File: config.mk
export PLATFORM = sky130hd
export DESIGN_NAME = emt_ctrl
export DESIGN_NICKNAME = d
export VERILOG_FILES = /design/src/rtl/emt_pkg.sv /design/src/rtl/emt_phase_cnt.sv /design/src/rtl/emt_ctrl.sv
export SDC_FILE = /design/constraint.sdc
export NUM_CORES = 1
export LEC_CHECK = 0
export BUFFER_PORTS_ARGS = -buffer_cell sky130_fd_sc_hd__clkbuf_2
export CAP_MARGIN = 10
export CORE_MARGIN = 1.5
export CORE_UTILIZATION = 51
export CTS_CLUSTER_SIZE = 10
export DETAILED_ROUTE_END_ITERATION = 10
export PLACE_DENSITY = 0.76
export SYNTH_ARGS = -nofsm -noshare
export SYNTH_HDL_FRONTEND = slang
export SYNTH_HIERARCHICAL = 1
export SYNTH_SLANG_ARGS = --single-unit
File: constraint.sdc
create_clock -name clk_i -period 3.5 [get_ports clk_i]
set_input_delay 0.35 -clock clk_i [delete_from_list [all_inputs] [get_ports clk_i]]
set_output_delay 0.35 -clock clk_i [all_outputs]
set_load 0.05 [all_outputs]
File: src/rtl/emt_pkg.sv
// package: register map, field layout, timing counts and carrier types
package emt_pkg;

   // ----------------------------------------------------------------
   // register indices (byte address = 4 * index)
   // ----------------------------------------------------------------
   localparam int unsigned IDX_W = 10;
   localparam logic [9:0] IDX_TIMING = 10'h0aa;
   localparam logic [9:0] IDX_CFG = 10'h0ab;
   localparam logic [9:0] IDX_PAGE = 10'h0ac;
   localparam logic [9:0] IDX_PTR = 10'h0ad;
   localparam logic [9:0] IDX_WDATA = 10'h0ae;
   localparam logic [9:0] IDX_CMD = 10'h0af;
   localparam logic [9:0] IDX_RDATA = 10'h0b0;

   // ----------------------------------------------------------------
   // reset values and field positions
   // ----------------------------------------------------------------
   localparam logic [7:0] RST_TIMING = 8'hff;
   localparam logic [2:0] RST_CFG = 3'h0;
   localparam int unsigned EAS_LSB = 6;
   localparam int unsigned EWR_LSB = 2;
   localparam int unsigned EAH_LSB = 0;
   localparam int unsigned CFG_LSB = 2;
   localparam int unsigned CMD_START = 0;
   localparam int unsigned CMD_WRITE = 1;
   localparam int unsigned CMD_WIDE = 2;
   localparam int unsigned ST_BUSY = 0;
   localparam int unsigned ST_DONE = 1;
   // low two bits of the configuration code
   localparam logic [1:0] MODE_INTERNAL = 2'h0;
   localparam logic [1:0] MODE_BANK = 2'h2;

   // ----------------------------------------------------------------
   // fixed phase lengths in core-clock cycles
   // ----------------------------------------------------------------
   localparam logic [4:0] LEAD_CYC = 5'h02;
   localparam logic [4:0] TRAIL_CYC = 5'h02;
   localparam logic [4:0] ALE_HI_CYC = 5'h01;
   localparam logic [4:0] ALE_LO_CYC = 5'h01;
   localparam logic [5:0] MUX_EXTRA = 6'h02;

   // ----------------------------------------------------------------
   // types
   // ----------------------------------------------------------------
   typedef enum logic [2:0] {
      PH_IDLE, PH_ALE_HI, PH_ALE_LO, PH_LEAD,
      PH_SETUP, PH_STROBE, PH_HOLD, PH_TRAIL
   } emt_phase_t;

   typedef struct packed {
      logic cyc;
      logic stb;
      logic we;
      logic [11:0] adr;
      logic [3:0] sel;
      logic [31:0] dat;
   } emt_wb_req_t;

   typedef struct packed {
      logic [7:0] addr_hi;
      logic addr_hi_oe_n;
      logic [7:0] addr_lo;
      logic addr_lo_oe_n;
      logic [7:0] ad;
      logic ad_oe_n;
      logic ale;
      logic rd_n;
      logic wr_n;
   } emt_pins_t;

   localparam emt_pins_t PINS_IDLE = '{addr_hi_oe_n: 1'b1,
      addr_lo_oe_n: 1'b1, ad_oe_n: 1'b1, rd_n: 1'b1, wr_n: 1'b1,
      default: '0};

   typedef struct packed {
      logic [7:0] tmg;
      logic [2:0] cfg;
      logic [7:0] page;
      logic [15:0] ptr;
      logic [7:0] wdat;
      logic [7:0] rdat;
      logic ack;
      logic [31:0] dat;
      logic [7:0] ad_s1;
      logic [7:0] ad_s2;
      emt_phase_t ph;
      logic busy;
      logic done;
      logic [7:0] s_tmg;
      logic s_wr;
      logic s_wide;
      logic s_mux;
      logic s_bank;
      logic [7:0] s_ahi;
      logic [7:0] s_alo;
      logic [7:0] s_dat;
      emt_pins_t pins;
   } emt_state_t;

   localparam emt_state_t ST_RESET = '{tmg: RST_TIMING, cfg: RST_CFG,
      ph: PH_IDLE, pins: PINS_IDLE, default: '0};

   typedef struct packed {
      logic [3:0] cnt;
   } emt_cnt_t;

endpackage

File: src/rtl/emt_phase_cnt.sv
// down-counter that times one sequencer phase
module emt_phase_cnt #(
   parameter int unsigned W = 4
) (
   input wire logic clk_i, // core clock
   input wire logic rst_i, // sync reset, high
   input wire logic ce_i, // clock enable
   input wire logic load_i, // load count
   input wire logic [3:0] val_i, // cycles minus one
   output logic zero_o // count at zero
);
   import emt_pkg::*;

   emt_cnt_t r;
   emt_cnt_t nx;

   always_comb begin
      nx = r;
      if (load_i) begin
         nx.cnt = val_i;
      end else if (r.cnt != 4'h0) begin
         nx.cnt = r.cnt - 4'h1;
      end
   end

   always_ff @(posedge clk_i) begin
      if (rst_i) begin
         r <= '0;
      end else if (ce_i) begin
         r <= nx;
      end
   end

   assign zero_o = (r.cnt == 4'h0);
endmodule // emt_phase_cnt

File: src/rtl/emt_ctrl.sv
// external memory interface: registers, timing sequencer and pins
//
// Contract
// - setup field bits 7:6 inserts 0 to 3 setup cycles.
// - strobe field bits 5:2 gives strobe width of code plus one cycles.
// - hold field bits 1:0 keeps address 0 to 3 cycles after strobe.
// - timing register at index 0xaa, page 0x0f, fully read/write.
// - codes 101, 110, 111 make 16-bit moves non-multiplexed.
// - codes 101, 111: 8-bit moves non-multiplexed, upper byte undriven.
// - code 110: 8-bit moves non-multiplexed, upper byte from page.
// - codes 001, 010, 011 make 16-bit moves multiplexed with latch strobe.
// - codes 001, 011: 8-bit moves multiplexed, upper byte undriven.
// - code 010: 8-bit moves multiplexed, upper byte from page.
// - after reset the timing register reads all ones.
// - a move lasts programmed timing sum plus four cycles, six when multiplexed.
// - latch strobe high for the first of the two cycles the low address is on shared lines.
// - no-bank 8-bit moves drive only the low byte from index.
module emt_ctrl (
   input wire logic clk_i, // core clock
   input wire logic rst_i, // sync reset, high
   input wire logic ce_i, // clock enable
   input wire emt_pkg::emt_wb_req_t wb_i, // wishbone request
   output logic wb_ack_o, // wishbone ack
   output logic [31:0] wb_dat_o, // wishbone read data
   output logic busy_o, // move in progress
   input wire logic [7:0] ad_i, // shared data pins in
   output emt_pkg::emt_pins_t mem_o // memory pins out
);
   import emt_pkg::*;

   // ----------------------------------------------------------------
   // helpers
   // ----------------------------------------------------------------
   function automatic logic [4:0] ph_len(emt_phase_t p, logic [7:0] t);
      logic [4:0] l;
      l = 5'h00;
      unique case (p)
         PH_IDLE: l = 5'h00;
         PH_ALE_HI: l = ALE_HI_CYC;
         PH_ALE_LO: l = ALE_LO_CYC;
         PH_LEAD: l = LEAD_CYC;
         PH_SETUP: l = {3'h0, t[EAS_LSB+:2]};
         PH_STROBE: l = {1'b0, t[EWR_LSB+:4]} + 5'h01;
         PH_HOLD: l = {3'h0, t[EAH_LSB+:2]};
         PH_TRAIL: l = TRAIL_CYC;
      endcase
      return l;
   endfunction

   function automatic emt_phase_t ph_step(emt_phase_t p, logic mux);
      emt_phase_t q;
      q = PH_IDLE;
      unique case (p)
         PH_IDLE: q = mux ? PH_ALE_HI : PH_LEAD;
         PH_ALE_HI: q = PH_ALE_LO;
         PH_ALE_LO: q = PH_LEAD;
         PH_LEAD: q = PH_SETUP;
         PH_SETUP: q = PH_STROBE;
         PH_STROBE: q = PH_HOLD;
         PH_HOLD: q = PH_TRAIL;
         PH_TRAIL: q = PH_IDLE;
      endcase
      return q;
   endfunction

   // next phase, skipping setup or hold when programmed to zero
   function automatic emt_phase_t ph_next(emt_phase_t p, logic mux,
                                         logic [7:0] t);
      emt_phase_t q;
      q = ph_step(p, mux);
      if (q != PH_IDLE && ph_len(q, t) == 5'h00) begin
         q = ph_step(q, mux);
      end
      return q;
   endfunction

   function automatic emt_pins_t pins_for(emt_phase_t p, emt_state_t s);
      emt_pins_t o;
      logic addr_on;
      o = PINS_IDLE;
      o.addr_hi = s.s_ahi;
      o.addr_lo = s.s_alo;
      o.ad = s.s_dat;
      addr_on = (p != PH_IDLE) && (p != PH_TRAIL);
      if (addr_on) begin
         o.addr_hi_oe_n = !(s.s_wide || s.s_bank);
         o.addr_lo_oe_n = s.s_mux;
      end
      if (p == PH_ALE_HI || p == PH_ALE_LO) begin
         o.ad = s.s_alo;
         o.ad_oe_n = 1'b0;
         o.ale = (p == PH_ALE_HI);
      end
      if (s.s_wr && (p == PH_SETUP || p == PH_STROBE || p == PH_HOLD)) begin
         o.ad_oe_n = 1'b0;
      end
      o.rd_n = !(p == PH_STROBE && !s.s_wr);
      o.wr_n = !(p == PH_STROBE && s.s_wr);
      return o;
   endfunction

   function automatic logic [31:0] rd_word(logic [9:0] idx, emt_state_t s);
      logic [31:0] d;
      d = 32'h0;
      unique case (idx)
         IDX_TIMING: d = {24'h0, s.tmg};
         IDX_CFG: d = {27'h0, s.cfg, 2'h0};
         IDX_PAGE: d = {24'h0, s.page};
         IDX_PTR: d = {16'h0, s.ptr};
         IDX_WDATA: d = {24'h0, s.wdat};
         IDX_CMD: d = {30'h0, s.done, s.busy};
         IDX_RDATA: d = {24'h0, s.rdat};
         default: d = 32'h0;
      endcase
      return d;
   endfunction

   // ----------------------------------------------------------------
   // state
   // ----------------------------------------------------------------
   emt_state_t r;
   emt_state_t nx;
   logic cnt_load;
   logic [3:0] cnt_val;
   logic cnt_zero;
   logic [9:0] idx;
   logic req;
   logic start;
   logic [4:0] len;

   assign idx = wb_i.adr[11:2];
   assign req = wb_i.cyc && wb_i.stb && !r.ack;

   emt_phase_cnt #(
      .W(4)
   ) u_cnt (
      .clk_i(clk_i),
      .rst_i(rst_i),
      .ce_i(ce_i),
      .load_i(cnt_load),
      .val_i(cnt_val),
      .zero_o(cnt_zero)
   );

   // ----------------------------------------------------------------
   // next state
   // ----------------------------------------------------------------
   always_comb begin
      nx = r;
      cnt_load = 1'b0;
      cnt_val = 4'h0;
      start = 1'b0;
      len = 5'h00;
      nx.ad_s1 = ad_i;
      nx.ad_s2 = r.ad_s1;
      nx.ack = 1'b0;
      if (req) begin
         nx.ack = 1'b1;
         nx.dat = rd_word(idx, r);
         if (wb_i.we) begin
            if (wb_i.sel[0]) begin
               unique case (idx)
                  IDX_TIMING: nx.tmg = wb_i.dat[7:0];
                  IDX_CFG: nx.cfg = wb_i.dat[CFG_LSB+:3];
                  IDX_PAGE: nx.page = wb_i.dat[7:0];
                  IDX_PTR: nx.ptr[7:0] = wb_i.dat[7:0];
                  IDX_WDATA: nx.wdat = wb_i.dat[7:0];
                  IDX_CMD: start = wb_i.dat[CMD_START];
                  default: ;
               endcase
            end
            if (wb_i.sel[1] && idx == IDX_PTR) begin
               nx.ptr[15:8] = wb_i.dat[15:8];
            end
         end
      end
      // internal-only code or a busy sequencer refuses the start
      if (r.ph != PH_IDLE || r.cfg[1:0] == MODE_INTERNAL) begin
         start = 1'b0;
      end
      if (start) begin
         nx.done = 1'b0;
         nx.s_tmg = r.tmg;
         nx.s_wr = wb_i.dat[CMD_WRITE];
         nx.s_wide = wb_i.dat[CMD_WIDE];
         nx.s_mux = !r.cfg[2];
         nx.s_bank = (r.cfg[1:0] == MODE_BANK);
         nx.s_ahi = wb_i.dat[CMD_WIDE] ? r.ptr[15:8] : r.page;
         nx.s_alo = r.ptr[7:0];
         nx.s_dat = r.wdat;
         nx.ph = ph_next(PH_IDLE, nx.s_mux, nx.s_tmg);
      end else if (r.ph != PH_IDLE && cnt_zero) begin
         nx.ph = ph_next(r.ph, r.s_mux, r.s_tmg);
         if (nx.ph == PH_IDLE) begin
            nx.done = 1'b1;
         end
      end
      if (r.ph == PH_STROBE && cnt_zero && !r.s_wr) begin
         nx.rdat = r.ad_s2;
      end
      if (nx.ph != r.ph && nx.ph != PH_IDLE) begin
         len = ph_len(nx.ph, nx.s_tmg);
         cnt_load = 1'b1;
         cnt_val = len[3:0] - 4'h1;
      end
      nx.busy = (nx.ph != PH_IDLE);
      nx.pins = pins_for(nx.ph, nx);
   end

   always_ff @(posedge clk_i) begin
      if (rst_i) begin
         r <= ST_RESET;
      end else if (ce_i) begin
         r <= nx;
      end
   end

   assign wb_ack_o = r.ack;
   assign wb_dat_o = r.dat;
   assign busy_o = r.busy;
   assign mem_o = r.pins;

   // ----------------------------------------------------------------
   // checks
   // ----------------------------------------------------------------
   logic [4:0] age_r;
   logic [5:0] tl_r;
   logic [5:0] tl_exp;

   always_ff @(posedge clk_i) begin
      if (rst_i) begin
         age_r <= 5'h00;
         tl_r <= 6'h00;
      end else if (ce_i) begin
         age_r <= (nx.ph != r.ph) ? 5'h01 : age_r + 5'h01;
         tl_r <= (r.ph == PH_IDLE) ? 6'h01 : tl_r + 6'h01;
      end
   end

   assign tl_exp = {4'h0, r.s_tmg[EAS_LSB+:2]}
      + {2'h0, r.s_tmg[EWR_LSB+:4]} + 6'h01
      + {4'h0, r.s_tmg[EAH_LSB+:2]} + 6'h04
      + (r.s_mux ? MUX_EXTRA : 6'h00);

   property p_setup_len;
      @(posedge clk_i) disable iff (rst_i)
      (ce_i && r.ph == PH_SETUP && nx.ph != PH_SETUP)
         |-> age_r == {3'h0, r.s_tmg[EAS_LSB+:2]};
   endproperty
   a_setup_len: assert property (p_setup_len)
      else $error("setup phase length wrong");

   property p_strobe_len;
      @(posedge clk_i) disable iff (rst_i)
      (ce_i && r.ph == PH_STROBE && nx.ph != PH_STROBE)
         |-> age_r == {1'b0, r.s_tmg[EWR_LSB+:4]} + 5'h01
            && (mem_o.rd_n ^ mem_o.wr_n);
   endproperty
   a_strobe_len: assert property (p_strobe_len)
      else $error("strobe width wrong");

   property p_hold_len;
      @(posedge clk_i) disable iff (rst_i)
      (ce_i && r.ph == PH_HOLD && nx.ph != PH_HOLD)
         |-> age_r == {3'h0, r.s_tmg[EAH_LSB+:2]}
            && mem_o.rd_n && mem_o.wr_n;
   endproperty
   a_hold_len: assert property (p_hold_len)
      else $error("hold phase length wrong");

   property p_tmg_read;
      @(posedge clk_i) disable iff (rst_i)
      (ce_i && req && !wb_i.we && idx == IDX_TIMING)
         |=> wb_ack_o && wb_dat_o == {24'h0, $past(r.tmg)};
   endproperty
   a_tmg_read: assert property (p_tmg_read)
      else $error("timing register read mismatch");

   property p_nonmux;
      @(posedge clk_i) disable iff (rst_i)
      (r.ph == PH_STROBE && !r.s_mux)
         |-> !mem_o.addr_lo_oe_n && mem_o.addr_lo == r.s_alo
            && !mem_o.ale;
   endproperty
   a_nonmux: assert property (p_nonmux)
      else $error("non-multiplexed address not driven");

   property p_nobank_hi;
      @(posedge clk_i) disable iff (rst_i)
      (r.ph != PH_IDLE && !r.s_wide && !r.s_bank)
         |-> mem_o.addr_hi_oe_n;
   endproperty
   a_nobank_hi: assert property (p_nobank_hi)
      else $error("upper address driven without bank select");

   property p_bank_hi;
      @(posedge clk_i) disable iff (rst_i)
      (r.ph == PH_STROBE && !r.s_wide && r.s_bank)
         |-> !mem_o.addr_hi_oe_n && mem_o.addr_hi == r.s_ahi;
   endproperty
   a_bank_hi: assert property (p_bank_hi)
      else $error("bank page not driven on upper address");

   property p_mux_lo;
      @(posedge clk_i) disable iff (rst_i)
      (r.ph == PH_STROBE && r.s_mux) |-> mem_o.addr_lo_oe_n;
   endproperty
   a_mux_lo: assert property (p_mux_lo)
      else $error("low address pins driven in multiplexed form");

   property p_reset_ones;
      @(posedge clk_i) rst_i |=> r.tmg == RST_TIMING && !busy_o;
   endproperty
   a_reset_ones: assert property (p_reset_ones)
      else $error("timing register not all ones after reset");

   property p_txn_len;
      @(posedge clk_i) disable iff (rst_i)
      (ce_i && r.ph == PH_TRAIL && nx.ph == PH_IDLE) |-> tl_r == tl_exp;
   endproperty
   a_txn_len: assert property (p_txn_len)
      else $error("move length wrong");

   property p_ale;
      @(posedge clk_i) disable iff (rst_i)
      mem_o.ale |-> !mem_o.ad_oe_n && mem_o.ad == r.s_alo
         ##1 (!ce_i || (!mem_o.ale && mem_o.ad == r.s_alo));
   endproperty
   a_ale: assert property (p_ale)
      else $error("latch strobe without low address");

   property p_snap;
      @(posedge clk_i) disable iff (rst_i)
      (r.ph != PH_IDLE && nx.ph != PH_IDLE) |=> $stable(r.s_tmg);
   endproperty
   a_snap: assert property (p_snap)
      else $error("timing changed during a move");

   property p_order;
      @(posedge clk_i) disable iff (rst_i)
      (ce_i && nx.ph == PH_STROBE && r.ph != PH_STROBE)
         |-> r.ph == PH_SETUP || r.ph == PH_LEAD;
   endproperty
   a_order: assert property (p_order)
      else $error("strobe entered out of order");
endmodule // emt_ctrl

==> results.yml, run 1 <==
clocking:
  htree_num_levels: 4
  clockBufferDepth: 2
  clk_pin_slew_ns: 0.06
  cts_sinks: 143
  cts_tree: "done"
  cts_root_buffer: "clkbuf_16"
  insertion_delay_ns: 0.43
  cts_buffers: 17
logic_synthesis:
  ys_seq_elements: 143
  ys_seq_area_share_pct: 39.0
  syn-cell-area_mm2: 0.00735
  syn_avg_cell_area_um2: 8.53
  synth.top_cells.by_area: "dfxtp_1 39%, mux2i_1 8.4%, nand2_1 7.8%"
  yosysTopAreaCell: "dfxtp_1"
  synth_edf_count: 0
  ys.warnings.count: 6
  synth_top_area_share_pct: 39.0
  async_reset_ff_share_pct: 0
  synthFlopType: "dfxtp_1"
  synth_cell_types: 87
  synthCells: 862
setup_path:
  reg2reg_to: "u_cnt/r[0]"
  critPathMaxStageDelay_ns: 0.53
  r2r_slack_ns: 0.22
  critPathKind: "reg -> reg"
  cp-start-kind: "flip-flop"
  crit_chain: "inv_2, ha_4, a2111oi_4, mux2i_1, and2_4, a221oi_1, a31oi_2, o31ai_4, inv_1, or4b_4, a31oi_1, a311oi_1"
  critPathCaptureType: "flip-flop"
  ff2ff_path_depth: 12
  critPathMaxFanout: 6
  arrival_ns: 3.54
  critPathRequiredTime_ns: 3.77
  cp_slowest_cell: "or4b_4"
  r2r_start: "r[69]"
global_routing:
  grt_util_met3_pct: 5.86
  grt_usage_pct: 24.8
  grt_max_degree: 98
  grtUsageMet1_pct: 31.3
  grt_pass1_vias: 5748
  grt_overflow_total: 0
  busiest_layer: "met2"
  grt_pass1_wl_mm: 29.1
  antenna_found_initial: 0
  grt_use_met2_pct: 38.8
route:
  wire_per_inst_um: 16.9
  drt_iter0_drc: 454
  avgViaCountPerCell: 5.70
  wirelength_mm: 18.4
  dr.pass1.iters: 5
  vias: 6237
  ant_nets: 0
  drc_errors: 0
pwr:
  power_w: 0.00545
  ir_drop_mv: 0.396
  p_leak_nw: 3.32
  swShare_pct: 31.1
  powerDensity_mw_per_mm2: 657
  p_comb_share_pct: 32.2
  internal_power_w: 0.00376
  pwr-share-seq_pct: 31.7
  switchingPower_w: 0.00169
  clock_power_share_pct: 36.1
run:
  drv_cap: 0
timing:
  finalHoldViolCount: 0
  setup-tns-final_ns: 0
  setup_viol: 0
  finalCritPeriodShare_pct: 93.6
  worstMarginPinSlew_ns: 0.980
  clock_skew_ns: 0.00945
  max-slew-margin-rel_pct: 34.7
  finalCriticalPeriod_ns: 3.28
  finalMaxSlewViolations: 0
  max_freq_ghz: 0.305
placed_design:
  globalplace.congestion: 0.954
  dp_hpwl_mm: 12.8
  io_buffers: 89
layout:
  syn2layout_area_growth_pct: 12.9
  layout-drive-gt1-share_pct: 21.3
  antennaDiodeCount: 0
  n_fill_cell: 1212
  nets: 971
worst_hold_path:
  hold_end: "nx[72]"
  hold_depth: 3
  min-delay-start: "ad_i[1]"
  hp-class: "in -> reg"
die:
  die_area_mm2: 0.0151
  start_util_pct: 52.5
  core-area_mm2: 0.0140
  rows: 43
  die_w_um: 123
  die_h_um: 123
  ios: 126
outcome:
  status: "completed"
## registers in the layout, indices dropped and copies added, names as in the netlist
| name | cells |
|---|---|
| mem_o | 30 |
| busy_o | 1 |
| wb_dat_o | 16 |
| wb_ack_o | 1 |
| nx | 8 |
| u_cnt/r | 4 |
| r | 83 |
## worst max-delay path: cells and delay by family (launching register included)
kind / cells / cell delay (ns)
AOI/OAI and AO/OA: 6 / 1.45
adders and majority gates: 1 / 0.20
buffers and inverters: 2 / 0.22
DFF: 1 / 0.40
muxes: 1 / 0.14
and+or+nand+nor: 2 / 0.71
## layout by cell type (no fill, tap or decap), types with 3 or more instances in the layout
cell,Yosys,routed
nand3_1,16,16
nand3b_1,4,4
dfxtp_1,143,143
a222oi_1,6,6
nor2b_1,12,12
nor4_1,3,3
a31oi_1,5,4
nor3_1,7,7
a211oi_1,12,12
mux2_2,10,10
mux2i_1,62,61
and3_1,7,7
nand4_1,5,5
clkbuf_2,0,88
and2_1,4,4
a211o_1,8,8
clkbuf_1,37,3
nor2_1,83,83
o21ai_0,7,7
bufinv_16,0,4
nand2_1,152,152
ha_1,8,5
clkbuf_8,0,4
or3_1,3,3
or2_1,4,4
buf_4,63,26
a21o_1,3,3
nand2b_1,11,11
inv_1,11,10
o211ai_1,9,9
a21oi_1,79,79
a22oi_1,8,8
clkbuf_16,0,17
conb_1,1,16
## Yosys cell counts (8+ instances only)
master and n:
nand2_1 152, dfxtp_1 143, nor2_1 83, a21oi_1 79, buf_4 63, mux2i_1 62
clkbuf_1 37, nand3_1 16, a211oi_1 12, nor2b_1 12, inv_1 11, nand2b_1 11
mux2_2 10, o211ai_1 9, a211o_1 8, a22oi_1 8, ha_1 8
## final cells by class
type / instances / area, µm² / area share [%]
multi-input cells: 613 / 3870 / 46.6
flip-flops and latches: 143 / 2860 / 34.5
repair buffers: 115 / 656 / 7.90
clock buffers: 24 / 492 / 5.93
well taps: 180 / 225 / 2.71
clock inverters: 8 / 151 / 1.83
inverters: 11 / 41.3 / 0.498
## per-stage QoR
step	cells	utilization (%)	setup slack [ns]	hold slack, ns	instance area (µm²)
floorplan	877	-	0.238	0.412	7410
global placement	1062	54.4	0.107	0.440	7610
detailed placement	1062	54.4	0.0243	0.444	7610
CTS	1094	59.0	0.0462	0.159	8250
global route	1094	59.3	-0.0474	0.159	8300
finish	1094	59.3	0.224	0.165	8300
## power by group through the flow
stage / Clock (W) / Sequential, W / Combinational [W]
3_5_place_dp: 0 / 0.00176 / 0.00169
6_report: 0.00197 / 0.00173 / 0.00175
4_1_cts: 0.00197 / 0.00173 / 0.00170
3_3_place_gp: 0 / 0.00176 / 0.00166
5_1_grt: 0.00204 / 0.00173 / 0.00191
2_1_floorplan: 0 / 0.00176 / 0.00138
## how the worst max path moves through the flow
| stage | startpoint | to | slack [ns] | cells after the start |
|---|---|---|---|---|
| after detailed placement | r[69] | u_cnt/r[2] | 0.02 | 16 |
| after floorplan | r[68] | u_cnt/r[1] | 0.24 | 14 |
| after global placement | r[69] | u_cnt/r[2] | 0.11 | 16 |
| final | r[69] | u_cnt/r[0] | 0.22 | 12 |
| after global routing | r[68] | u_cnt/r[2] | -0.05 | 16 |
| after CTS | r[69] | u_cnt/r[2] | 0.05 | 16 |
## logic make-up after synthesis
group,after synthesis,synth area share (%)
XOR/XNOR,3,0.358
other,1,0.0510
flip-flops,143,39.0
adder cells (fa/ha/maj),8,1.36
AND/OR/NAND/NOR,340,22.3
AO/OA/AOI/OAI,171,16.3
multiplexers,75,10.7
buffers and inverters,121,9.99
## layer usage
metal | share of wire (%) | up-vias
met5 | 0 | -
met4 | 4.6 | 0
met3 | 6.6 | 55
met2 | 46 | 246
met1 | 42 | 2926
li1 | - | 3010
## timing repair
| item | CTS | global route |
|---|---|---|
| pin swaps | 0 | 2 |
| buffers inserted | 0 | 0 |
| setup endpoints to repair | 3 | 4 |
| resized for setup | 1 | 9 |
| hold buffers | 0 | 0 |
No activity file was read; power rests on OpenSTA's default activity.
==> run 2, diff against run 1 <==
--- a/config.mk
+++ b/config.mk
@@ -6,12 +6,12 @@
 export NUM_CORES = 1
 export LEC_CHECK = 0
 export BUFFER_PORTS_ARGS = -buffer_cell sky130_fd_sc_hd__clkbuf_2
-export CAP_MARGIN = 10
+export CAP_MARGIN = 0
 export CORE_MARGIN = 1.5
-export CORE_UTILIZATION = 51
+export CORE_UTILIZATION = 55
 export CTS_CLUSTER_SIZE = 10
 export DETAILED_ROUTE_END_ITERATION = 10
-export PLACE_DENSITY = 0.76
+export PLACE_DENSITY = 0.78
 export SYNTH_ARGS = -nofsm -noshare
 export SYNTH_HDL_FRONTEND = slang
 export SYNTH_HIERARCHICAL = 1
==> constraint.sdc (replaced) <==
create_clock -name clk_i -period 3.59 [get_ports clk_i]
set_input_delay 0.359 -clock clk_i [delete_from_list [all_inputs] [get_ports clk_i]]
set_output_delay 0.359 -clock clk_i [all_outputs]
set_load 0.05 [all_outputs]
==> run 2 against run 1 <==
  * Core utilization up 2.9 points
  * Largest power group is now combinational cells
  * First-iteration DRC count is 36% higher
  * Total power is 8.5% lower
  * Combinational power fell by 3%
  * Fmax is 0.91% lower
  * Non-clock buffer count increased by 4
  * Global-route usage is 1.5 points higher
==> results.yml, run 2 (synthesis results as in run 1) <==
timing:
  setup_viol: 0
  rsz0062_at_grt: "no"
  setup-tns-final_ns: 0
  fin_hold_ws_ns: 0.176
  max_freq_ghz: 0.302
  max-slew-margin-rel_pct: 28.3
  finalHoldViolCount: 0
  finalCriticalPeriod_ns: 3.31
  clock_skew_ns: 0.00643
  worstMarginPinSlew_ns: 1.07
  finalCritPeriodShare_pct: 92.1
  finalMaxSlewViolations: 0
layout:
  largest_reg_flops: 83
  antennaDiodeCount: 0
  regMostFlops: "r"
  layout.cells.most_common: "nand2_1"
  nets: 975
  layout-drive-gt1-share_pct: 21.4
  mostFrequentLayoutCells: "152 x nand2_1, 143 x dfxtp_1, 88 x clkbuf_2"
  syn2layout_area_growth_pct: 11.3
die:
  die_h_um: 119
  start_util_pct: 55.9
  ios: 126
  rows: 42
  die_area_mm2: 0.0141
  core-area_mm2: 0.0131
  die_w_um: 119
route:
  dr.pass1.iters: 6
  vias: 6232
  drt_iter0_drc: 617
  wire_per_inst_um: 16.8
  wirelength_mm: 18.4
  avgViaCountPerCell: 5.70
  drc_errors: 0
  ant_nets: 0
clocking:
  clk_pin_slew_ns: 0.06
  insertion_delay_ns: 0.41
  cts_tree: "done"
  clockBufferDepth: 2
  cts_buffers: 17
  htree_num_levels: 4
  cts_root_buffer: "clkbuf_16"
  cts_hold_buf: 0
  cts_setup_buffers: 0
  cts_sinks: 143
  ctsResizeCount: 0
global_routing:
  busiest_layer: "met2"
  grt_overflow_total: 0
  grt_util_met3_pct: 4.97
  grt_usage_pct: 26.4
  antenna_found_initial: 0
  grt_max_degree: 109
  grt_pass1_vias: 5864
  grt_pass1_wl_mm: 29.8
  grt_use_met2_pct: 43.9
  grtUsageMet1_pct: 33.1
pwr:
  ir_drop_mv: 0.377
  p_leak_nw: 3.28
  powerDensity_mw_per_mm2: 610
setup_path:
  cp-start-kind: "flip-flop"
  arrival_ns: 3.63
  crit_chain: "inv_1, buf_4, ha_1, a2111oi_4, mux2i_1, and2_4, a221o_1, a211oi_1, a211oi_2, buf_4, nor3b_2, mux2i_1, inv_1, a21o_2, o32ai_1"
  crit_buf_inv: 4
  critPathKind: "reg -> reg"
  critPathRequiredTime_ns: 3.92
  critPathMaxFanout: 7
  critPathCaptureType: "flip-flop"
  cpLargestDelayFamily: "compound AO/OA/AOI/OAI gates"
  cp_slowest_cell: "a221o_1"
  critPathMaxStageDelay_ns: 0.39
placed_design:
  globalplace.congestion: 0.907
  io_buffers: 89
  dp_hpwl_mm: 13.1
worst_hold_path:
  hp-class: "in -> reg"
outcome:
  status: "completed"
run:
  drv_cap: 0
## run 2: worst paths after layout
kind	startpoint	end	slack (ns)	cells past startpoint
max reg2reg	r[69]	u_cnt/r[3]	0.28	15
max	r[69]	u_cnt/r[3]	0.28	15
min	ad_i[5]	nx[76]	0.18	3
min reg2reg	wb_dat_o[11]	wb_dat_o[11]	0.45	2
## run 2: layout make-up
class                           instances  area, µm²
Sequential cell                       143       2860
Fill cell                            1151       4960
Tap cell                              176        220
Timing Repair Buffer                  119        686
Clock inverter                         13        105
Multi-Input combinational cell        613       3830
Clock buffer                           19        433
Inverter                               11       41.3
## run 2: tightest hold or removal path, delay by kind of cell
family | cells | cell delay (ns)
and+or+nand+nor | 1 | 0.07
muxes | 1 | 0.05
buffers and inverters | 1 | 0.07
## run 2: through the flow
stage	power (W)	util (%)	instance area [µm²]	setup slack [ns]	cells
finish	0.00499	62.2	8180	0.284	1094
global route	0.00523	62.2	8180	0.00255	1094
global placement	0.00339	58.1	7630	0.256	1062
detailed placement	0.00340	58.1	7630	0.186	1062
floorplan	0.00306	-	7410	0.328	877
CTS	0.00498	62.2	8170	0.183	1094
## run 2: layer usage
| layer | up-vias | share of wire (%) | routed length [µm] |
|---|---|---|---|
| met2 | 250 | 47 | 8740 |
| met5 | - | 0 | 0 |
| met4 | 0 | 3.8 | 707 |
| met3 | 50 | 6.0 | 1110 |
| li1 | 3007 | - | - |
| met1 | 2925 | 43 | 7880 |
## run 2: power breakdown
group / internal [W] / total (W) / switching [W]
Sequential: 0.00164 / 0.00168 / 0.0000436
Clock: 0.000896 / 0.00161 / 0.000712
Combinational: 0.000782 / 0.00169 / 0.000913
Total: 0.00332 / 0.00499 / 0.00167
